### src/flash_guard_map.vh
// Constants for the flash self-programming guard
`ifndef FLASH_GUARD_MAP_VH
`define FLASH_GUARD_MAP_VH
// ==========================================
// Register offsets (byte addresses)
`define FG_ADDR_CTRL 4'h0
`define FG_ADDR_STATUS 4'h4
`define FG_ADDR_LOCK 4'h8
`define FG_ADDR_ADDR 4'hc
// ==========================================
// Control register fields
`define FG_CTRL_ERASE 0
`define FG_CTRL_WRITE 1
`define FG_CTRL_LOCKSET 2
`define FG_CTRL_CHIPERASE 3
`define FG_CTRL_FROMBOOT 4
`define FG_CTRL_RDFROMBOOT 5
// ==========================================
// Status register fields
`define FG_ST_BUSY 0
`define FG_ST_STALL 1
`define FG_ST_CONCBUSY 2
`define FG_ST_REJECT 3
`define FG_ST_INTMASK 4
// ==========================================
// Lock layout and reset values
`define FG_LOCK_RESET 6'h3f
`define FG_LOCK_APPW 2
`define FG_LOCK_APPR 3
`define FG_LOCK_BOOTW 4
`define FG_LOCK_BOOTR 5
// ==========================================
// Flash geometry (word addresses)
`define FG_PAGE_WORD_BITS 6
`define FG_BOOT_START 15'h3800
`define FG_HALT_START 15'h3800
`define FG_APP_RESET 15'h0000
// ==========================================
// Timing
`define FG_CLK_HZ 10000000
`define FG_PROG_TIME_US 4000
`define FG_PROG_CYCLES 16'd40000
`endif

### src/flash_busy_timer.v
// Programming duration timer
module flash_busy_timer #(
   parameter [15:0] CYCLES = 16'd40000
) (
   input wire ref_clk,
   input wire rst_b,
   input wire start,
   output reg busy
);
   reg [15:0] countReg;
   // ==========================================
   // Counter
   always @(posedge ref_clk or negedge rst_b)
   begin
      if (!rst_b)
      begin
         countReg <= 16'h0000;
         busy <= 1'b0;
      end
      else if (start && !busy)
      begin
         countReg <= CYCLES - 16'h0001;
         busy <= 1'b1;
      end
      else if (busy)
      begin
         if (countReg == 16'h0000)
            busy <= 1'b0;
         else
            countReg <= countReg - 16'h0001;
      end
   end
endmodule // flash_busy_timer

### src/flash_self_program_guard.v
// Flash self-programming guard with Wishbone registers
//
// Design decisions made here: the address map and the Wishbone register port.
`include "flash_guard_map.vh"
// Operation
// - Concurrent-section program keeps CPU running, halting-section reads
// - Halting-section program stalls CPU, no reads
// - Lock bits only cleared by chip erase or by reset
// - General lock modes never block self-programming
// - Both guard bits one means unrestricted
// - App write guard rejects app programming
// - App read guard blocks boot reads, masks interrupts
// - Boot write guard rejects boot programming
// - Boot read guard blocks app reads, masks interrupts
// - Reset vector chosen by boot vector fuse
// - Software cannot alter any fuse
// - Pointer low bits word, high bits page
// - Target address latched when operation starts
// - Lock programming ignores the flash pointer
// - Byte select bit picks byte for loads
// - Programming only honoured when the FG_CTRL_FROMBOOT bit is set in the written data
// - Concurrent busy flag high while blocked
module flash_self_program_guard #(
   parameter [15:0] PROG_CYCLES = `FG_PROG_CYCLES
) (
   input wire ref_clk,
   input wire rst_b,
   input wire wb_cyc_i,
   input wire wb_stb_i,
   input wire wb_we_i,
   input wire [3:0] wb_adr_i,
   input wire [3:0] wb_sel_i,
   input wire [31:0] wb_dat_i,
   output reg [31:0] wb_dat_o,
   output reg wb_ack_o,
   input wire bootVectorFuse,
   input wire [15:0] flashPointer,
   input wire [14:0] fetchAddr,
   input wire loadReq,
   input wire execFromBoot,
   input wire vectorsInBoot,
   output reg [14:0] resetVector,
   output reg cpuStall,
   output reg fetchAllowed,
   output reg loadAllowed,
   output reg [14:0] loadWordAddr,
   output reg loadByteSel,
   output reg interruptMask,
   output reg concurrentSectionBusyFlag,
   output reg flashEraseStrobe,
   output reg flashWriteStrobe,
   output reg [14:0] flashPageAddr
);
   // ==========================================
   // Declarations
   reg [5:0] lockReg;
   reg [5:0] lockNext;
   reg [14:0] latchedAddrReg;
   reg targetHaltReg;
   reg rejectReg;
   reg fuseReg;
   reg fuseCapturedReg;
   reg [1:0] opKindReg;
   reg startPulse;
   wire timerBusy;
   wire wbReq;
   wire wbWrite;
   wire [14:0] ptrWord;
   wire [14:0] ptrPage;
   wire ptrBoot;
   wire ptrHalt;
   wire wantErase;
   wire wantWrite;
   wire wantLock;
   wire wantChipErase;
   wire fromBoot;
   wire guardBlocks;
   wire fetchBoot;
   wire loadBoot;
   wire holdBusy;
   wire holdHalt;

   // ==========================================
   // Functions
   function inBoot;
      input [14:0] a;
      begin
         inBoot = (a >= `FG_BOOT_START);
      end
   endfunction

   function inHalt;
      input [14:0] a;
      begin
         inHalt = (a >= `FG_HALT_START);
      end
   endfunction

   // ==========================================
   // Bus decode
   assign wbReq = wb_cyc_i && wb_stb_i && !wb_ack_o;
   assign wbWrite = wbReq && wb_we_i && (wb_adr_i == `FG_ADDR_CTRL) && wb_sel_i[0];
   assign wantErase = wbWrite && wb_dat_i[`FG_CTRL_ERASE];
   assign wantWrite = wbWrite && wb_dat_i[`FG_CTRL_WRITE] && !wb_dat_i[`FG_CTRL_ERASE];
   assign wantLock = wbWrite && wb_dat_i[`FG_CTRL_LOCKSET];
   assign wantChipErase = wbWrite && wb_dat_i[`FG_CTRL_CHIPERASE];
   assign fromBoot = wb_dat_i[`FG_CTRL_FROMBOOT];

   // ==========================================
   // Address split
   assign ptrWord = flashPointer[15:1];
   assign ptrPage = {ptrWord[14:`FG_PAGE_WORD_BITS], {`FG_PAGE_WORD_BITS{1'b0}}};
   assign ptrBoot = inBoot(ptrPage);
   assign ptrHalt = inHalt(ptrPage);

   // Guard check; general lock bits [1:0] never consulted
   assign guardBlocks = ptrBoot ? !lockReg[`FG_LOCK_BOOTW]
                                : !lockReg[`FG_LOCK_APPW];

   // ==========================================
   // Operation start
   always @*
   begin
      startPulse = (wantErase || wantWrite) && fromBoot && !guardBlocks
                   && !timerBusy;
   end

   flash_busy_timer #(
      .CYCLES(PROG_CYCLES)
   ) u_timer (
      .ref_clk(ref_clk),
      .rst_b(rst_b),
      .start(startPulse),
      .busy(timerBusy)
   );

   // ==========================================
   // Lock bits: program only to zero, chip erase restores
   always @*
   begin
      lockNext = lockReg;
      if (wantChipErase)
         lockNext = `FG_LOCK_RESET;
      else if (wantLock && fromBoot && !timerBusy)
         lockNext = lockReg & wb_dat_i[5:0];
   end

   always @(posedge ref_clk or negedge rst_b)
   begin
      if (!rst_b)
      begin
         lockReg <= `FG_LOCK_RESET;
         latchedAddrReg <= 15'h0000;
         targetHaltReg <= 1'b0;
         rejectReg <= 1'b0;
         opKindReg <= 2'b00;
      end
      else
      begin
         lockReg <= lockNext;
         if (startPulse)
         begin
            latchedAddrReg <= ptrPage;
            targetHaltReg <= ptrHalt;
            opKindReg <= {wantWrite, wantErase};
         end
         if ((wantErase || wantWrite) && !startPulse)
            rejectReg <= 1'b1;
         else if (startPulse)
            rejectReg <= 1'b0;
      end
   end

   // ==========================================
   // Fuse capture after reset, read only
   always @(posedge ref_clk or negedge rst_b)
   begin
      if (!rst_b)
      begin
         fuseReg <= 1'b1;
         fuseCapturedReg <= 1'b0;
      end
      else if (!fuseCapturedReg)
      begin
         fuseReg <= bootVectorFuse;
         fuseCapturedReg <= 1'b1;
      end
   end

   // ==========================================
   // CPU-facing outputs
   assign fetchBoot = inBoot(fetchAddr);
   assign loadBoot = inBoot(flashPointer[15:1]);
   // Busy and target as seen from the start edge on
   assign holdBusy = timerBusy || startPulse;
   assign holdHalt = startPulse ? ptrHalt : targetHaltReg;

   always @(posedge ref_clk or negedge rst_b)
   begin
      if (!rst_b)
      begin
         resetVector <= `FG_APP_RESET;
         cpuStall <= 1'b0;
         fetchAllowed <= 1'b1;
         loadAllowed <= 1'b1;
         loadWordAddr <= 15'h0000;
         loadByteSel <= 1'b0;
         interruptMask <= 1'b0;
         concurrentSectionBusyFlag <= 1'b0;
         flashEraseStrobe <= 1'b0;
         flashWriteStrobe <= 1'b0;
         flashPageAddr <= 15'h0000;
      end
      else
      begin
         resetVector <= fuseReg ? `FG_APP_RESET : `FG_BOOT_START;
         cpuStall <= startPulse ? ptrHalt : (timerBusy && targetHaltReg);
         fetchAllowed <= !(holdBusy && (holdHalt || !inHalt(fetchAddr)));
         loadAllowed <= !(holdBusy && (holdHalt || !inHalt(flashPointer[15:1])))
                        && !(execFromBoot && !loadBoot && !lockReg[`FG_LOCK_APPR])
                        && !(!execFromBoot && loadBoot && !lockReg[`FG_LOCK_BOOTR]);
         loadWordAddr <= flashPointer[15:1];
         loadByteSel <= flashPointer[0];
         interruptMask <= (vectorsInBoot && !fetchBoot && !lockReg[`FG_LOCK_APPR])
                          || (!vectorsInBoot && fetchBoot && !lockReg[`FG_LOCK_BOOTR]);
         concurrentSectionBusyFlag <= holdBusy && !holdHalt;
         flashEraseStrobe <= startPulse && wantErase;
         flashWriteStrobe <= startPulse && wantWrite;
         if (startPulse)
            flashPageAddr <= ptrPage;
         else
            flashPageAddr <= latchedAddrReg;
      end
   end

   // ==========================================
   // Wishbone slave
   always @(posedge ref_clk or negedge rst_b)
   begin
      if (!rst_b)
      begin
         wb_ack_o <= 1'b0;
         wb_dat_o <= 32'h00000000;
      end
      else
      begin
         wb_ack_o <= wbReq;
         wb_dat_o <= 32'h00000000;
         if (wbReq && !wb_we_i)
         begin
            case (wb_adr_i)
               `FG_ADDR_STATUS:
                  wb_dat_o <= {27'h0000000, interruptMask, rejectReg,
                               concurrentSectionBusyFlag, cpuStall, timerBusy};
               `FG_ADDR_LOCK:
                  wb_dat_o <= {26'h0000000, lockReg};
               `FG_ADDR_ADDR:
                  wb_dat_o <= {15'h0000, opKindReg != 2'b00, fuseReg, latchedAddrReg};
               default:
                  wb_dat_o <= 32'h00000000;
            endcase
         end
      end
   end
endmodule // flash_self_program_guard

### config.mk
export PLATFORM = sky130hd
export DESIGN_NAME = flash_self_program_guard
export DESIGN_NICKNAME = d
export VERILOG_FILES = /design/src/flash_busy_timer.v /design/src/flash_self_program_guard.v
export VERILOG_INCLUDE_DIRS = /design/src
export SDC_FILE = /design/constraint.sdc
export NUM_CORES = 1
export LEC_CHECK = 0
export ABC_AREA = 1
export ABC_CLOCK_PERIOD_IN_PS = 2150
export BUFFER_PORTS_ARGS = -buffer_cell sky130_fd_sc_hd__buf_4
export CAP_MARGIN = 25
export CORE_AREA = 5 5 102 104
export CTS_CLUSTER_SIZE = 16
export DETAILED_ROUTE_END_ITERATION = 10
export DIE_AREA = 0 0 107 109
export PLACE_DENSITY = 0.69
export SLEW_MARGIN = 10
export SYNTH_ARGS = -nofsm -noshare
export SYNTH_HDL_FRONTEND = slang
export SYNTH_HIERARCHICAL = 1
export SYNTH_SLANG_ARGS = --single-unit
### constraint.sdc
create_clock -name ref_clk -period 2.15 [get_ports ref_clk]
set_input_delay 0.1075 -clock ref_clk [delete_from_list [all_inputs] [get_ports ref_clk]]
set_output_delay 0.1075 -clock ref_clk [all_outputs]
set_load 0.03 [all_outputs]
==> impl_summary.log <==
[metrics] H-tree depth reported by CTS: 3
[metrics] leakage dissipation: roughly 2.5 nW
[metrics] max-slew violation total from the final report: 0
[metrics] initial cell density of the core: 38.4%
[metrics] Tightest Pin Transition: 0.599 ns
[metrics] detail-routed via count per cell: 4.59
[metrics] grt ovf: 0
[metrics] height of the die: 109 um
[metrics] outcome: finished clean
[metrics] Yosys cell types: 34
[metrics] total number of yosys warnings: 6
[metrics] setup skew after layout: around 0.0094 ns
[metrics] post-route standard cell area excluding fillers: 4770 um^2
[metrics] final total power: between 3 and 4 mW
[metrics] setup violators final: 0
[metrics] final critical path time including I/O delays and setup: 1.92 ns
[metrics] CTS Buf Count: 9
[metrics] peak ir drop on the vdd network: 0.000294 V
[metrics] Syn Std Cell Area: 3630 um^2
[metrics] Max stage delay on crit path: ~0.53 ns
[metrics] core outline area: 9460 um^2
[metrics] number of I/O pins: 166
[metrics] fillers: between 800 and 900
[metrics] width of the die: roughly 110 um
[metrics] maximum number of pins on one net before global-route repair: 47
[metrics] portion of the post-synthesis area used by sequential elements: 55.4%
[metrics] commonest cells after routing, fill and taps aside: 94 x sky130_fd_sc_hd__buf_4, 92 x sky130_fd_sc_hd__nand2_1, 71 x sky130_fd_sc_hd__dfrtp_1
[metrics] First-pass DRT Iterations: 4
[metrics] Sinks on Clock Net: 80
[metrics] part of the cycle the worst path needs: 89.3%
[metrics] Hold WC Path Type: in -> reg
[metrics] Critical Path Source Type: input port
[metrics] count of nets left with antenna violations after detail routing: 0
[metrics] worst-case clock buffer depth: 2
[metrics] vias in the first global route: 2763
[metrics] antenna violations before repair: 0
[metrics] setup bufs post-CTS: 0
[metrics] ratio of cells with drive above 1 in the final layout: 28.7%
[metrics] DPL Wire Length: between 5000 and 6000 um
[metrics] Total Routing Usage GR: 14.0%
[metrics] top fanout value on the critical path: 17
[metrics] total of flip-flops plus latches after synthesis: 80
[metrics] number of placed instances, taps included: approximately 600
[metrics] Slowest-stage cell, CP: sky130_fd_sc_hd__dlygate4sd3_1
[metrics] non-filler instance count after layout: 636
[metrics] worst path buffer plus inverter count: 4
[metrics] number of instances in the synthesized netlist: 398
[metrics] worst path arrival time: ~2.2 ns
[metrics] Worst-Skew Late Latency: ~0.35 ns
[metrics] worst path cell trace: dlygate4sd3_1 -> buf_4 -> nand3_1 -> nand2_2 -> nor2_1 -> nor2_2 -> nand3_4 -> clkinv_4 -> nand2_1 -> buf_4 -> nand3_1 -> nand2_2 -> o21ai_2
[metrics] setup TNS: 0 ns
[metrics] cell area power density: 662 nW/um^2
[metrics] routability congestion estimate from global placement: 0.846
[metrics] Max-Cap Viols: 0
[metrics] quantity of gates resized following cts: 0
[metrics] number of hold buffers added after cts: 21
[metrics] register clock-pin slew on the reported worst setup and hold paths: roughly 0.090 ns
[metrics] layout net count: approximately 600
[metrics] critical path class: in -> reg
[metrics] # DRC: 0
[metrics] mean instance size in the synthesized netlist: 9.13 um^2
[metrics] tightest slew margin relative to the limit: between 60% and 70%
[metrics] Fmax achieved: 0.521 GHz
[metrics] critical path endpoint category: flop
[metrics] wire length per cell after detailed routing: roughly 13 um
[metrics] count of input and output buffers: 91
[metrics] final WL: 7960 um
[metrics] CTS tree: done
[metrics] setup repair after global routing missed its margin: no
[metrics] post-placement cell area: 4320 um^2
[metrics] final count of hold timing violations: 0
[metrics] commonest non-fill, non-tap cell in the layout: sky130_fd_sc_hd__buf_4
[metrics] DRC violation total after the first TritonRoute iteration: between 100 and 150
[metrics] die area: 11700 um^2
[metrics] gate family responsible for the most delay along the worst path: buffers and inverters
[metrics] diode insertion count for antenna repair: 0
[metrics] layout-stage area growth over the synthesis result: 31.2%
[metrics] data required time at the worst endpoint: 2.39 ns
[metrics] master cell of the clock root buffer: sky130_fd_sc_hd__clkbuf_8
[metrics] first-pass GRT wire length: ~13000 um
[metrics] std cell rows: 36
[metrics] total number of vias: 2921
## cell usage after synthesis
cell type | count | area [um^2]
sky130_fd_sc_hd__nand3_1 | 27 | 135
sky130_fd_sc_hd__o21ai_1 | 11 | 55.1
sky130_fd_sc_hd__nor2_2 | 7 | 43.8
sky130_fd_sc_hd__buf_8 | 1 | 15.0
sky130_fd_sc_hd__nand2_1 | 92 | 345
sky130_fd_sc_hd__inv_1 | 39 | 146
sky130_fd_sc_hd__o21ai_2 | 6 | 52.6
sky130_fd_sc_hd__xor2_1 | 1 | 8.76
sky130_fd_sc_hd__inv_2 | 1 | 3.75
sky130_fd_sc_hd__nand4_2 | 1 | 12.5
sky130_fd_sc_hd__nand2_4 | 1 | 11.3
sky130_fd_sc_hd__nor2_1 | 39 | 146
sky130_fd_sc_hd__nand4_1 | 13 | 81.3
sky130_fd_sc_hd__o22ai_1 | 1 | 6.26
sky130_fd_sc_hd__nand3b_1 | 3 | 22.5
sky130_fd_sc_hd__a21oi_2 | 1 | 8.76
sky130_fd_sc_hd__o21bai_1 | 2 | 15.0
sky130_fd_sc_hd__nor3_1 | 1 | 5.00
sky130_fd_sc_hd__nor2_4 | 2 | 22.5
sky130_fd_sc_hd__or2_2 | 2 | 12.5
sky130_fd_sc_hd__a21oi_1 | 8 | 40.0
sky130_fd_sc_hd__clkinv_4 | 1 | 8.76
sky130_fd_sc_hd__dfstp_2 | 9 | 236
sky130_fd_sc_hd__clkbuf_1 | 3 | 11.3
sky130_fd_sc_hd__dfrtp_1 | 71 | 1780
sky130_fd_sc_hd__ha_1 | 1 | 12.5
sky130_fd_sc_hd__conb_1 | 2 | 7.51
sky130_fd_sc_hd__o21a_1 | 1 | 7.51
sky130_fd_sc_hd__buf_6 | 3 | 33.8
sky130_fd_sc_hd__a31o_2 | 1 | 8.76
sky130_fd_sc_hd__nand2_2 | 5 | 31.3
sky130_fd_sc_hd__nand3_4 | 1 | 17.5
sky130_fd_sc_hd__o21ai_0 | 6 | 30.0
sky130_fd_sc_hd__buf_4 | 35 | 263
## state kept, by name, summed over array words and instances (netlist names), 2 cells and up
signal	flops
flashPageAddr	9
loadWordAddr	15
lockReg	6
opKindReg	2
u_timer/countReg	16
wb_dat_o	17
## tightest hold or removal path, stage by stage
cell and delay, ns:
sky130_fd_sc_hd__buf_4 0.11, sky130_fd_sc_hd__nand2_1 0.07, sky130_fd_sc_hd__nor2_2 0.05
## power by group
group	switching (mW)	total [mW]	leakage, nW	internal, mW
clock	0.551	1.24	0.113	0.689
combinational	0.230	0.355	1.40	0.125
sequential	0.0157	1.56	0.949	1.54
## cell type report
type	instances	area (um^2)	area share, %
clock buffer	10	138	2.89
inverter	41	159	3.33
timing repair buffer	118	966	20.3
clock inverter	6	90.1	1.89
multi-input combinational	267	1260	26.4
sequential	80	2010	42.2
tap	114	143	2.99
## path summary, 6_finish.rpt
path,from,endpoint,depth (start not counted),slack (ns)
max,flashPointer[14],u_timer/countReg[5]$_DFFE_PN0P_,13,0.23
min,wb_cyc_i,wb_ack_o$_DFF_PN0_,3,0.02
max reg2reg,wb_ack_o$_DFF_PN0_,u_timer/countReg[5]$_DFFE_PN0P_,10,0.27
min reg2reg,fuseCapturedReg$_DFF_PN0_,fuseReg$_DFFE_PN1N_,1,0.41
max in group asynchronous,rst_b,lockReg[0]$_DFFE_PN1P_,3,1.25
min in group asynchronous,rst_b,rejectReg$_DFFE_PN0P_,2,0.30
## cells by family (layout without fill, tap and decap cells)
| logic type | count (synthesis) | in the layout | share of synthesized area [%] |
|---|---|---|---|
| flops | 80 | 80 | 55.4 |
| fa+ha+maj | 1 | 1 | 0.344 |
| buf+inv | 83 | 175 | 13.3 |
| compound gates | 37 | 37 | 6.16 |
| xor+xnor | 1 | 1 | 0.241 |
| other cells | 2 | 34 | 0.207 |
| simple gates | 194 | 194 | 24.4 |
## per-layer routing
metal,part of all wire (%),vias to the layer above,GRT usage (%)
met4,1.3,0,3.84
met3,6.9,8,4.03
met1,41,1390,17.0
met5,0,-,0
li1,-,1437,-
met2,50,86,24.4
## per-stage QoR
step                      utilization, %  hold WS [ns]  setup slack [ns]
after global routing                50.4      0.000528            0.0370
after detailed placement            45.7         0.160             0.306
after global placement              45.7         0.152             0.367
after floorplan                        -        -0.188             0.253
final                               50.4        0.0209             0.229
after CTS                           50.3       0.00305             0.213
Power figures use the tool's default switching activity.
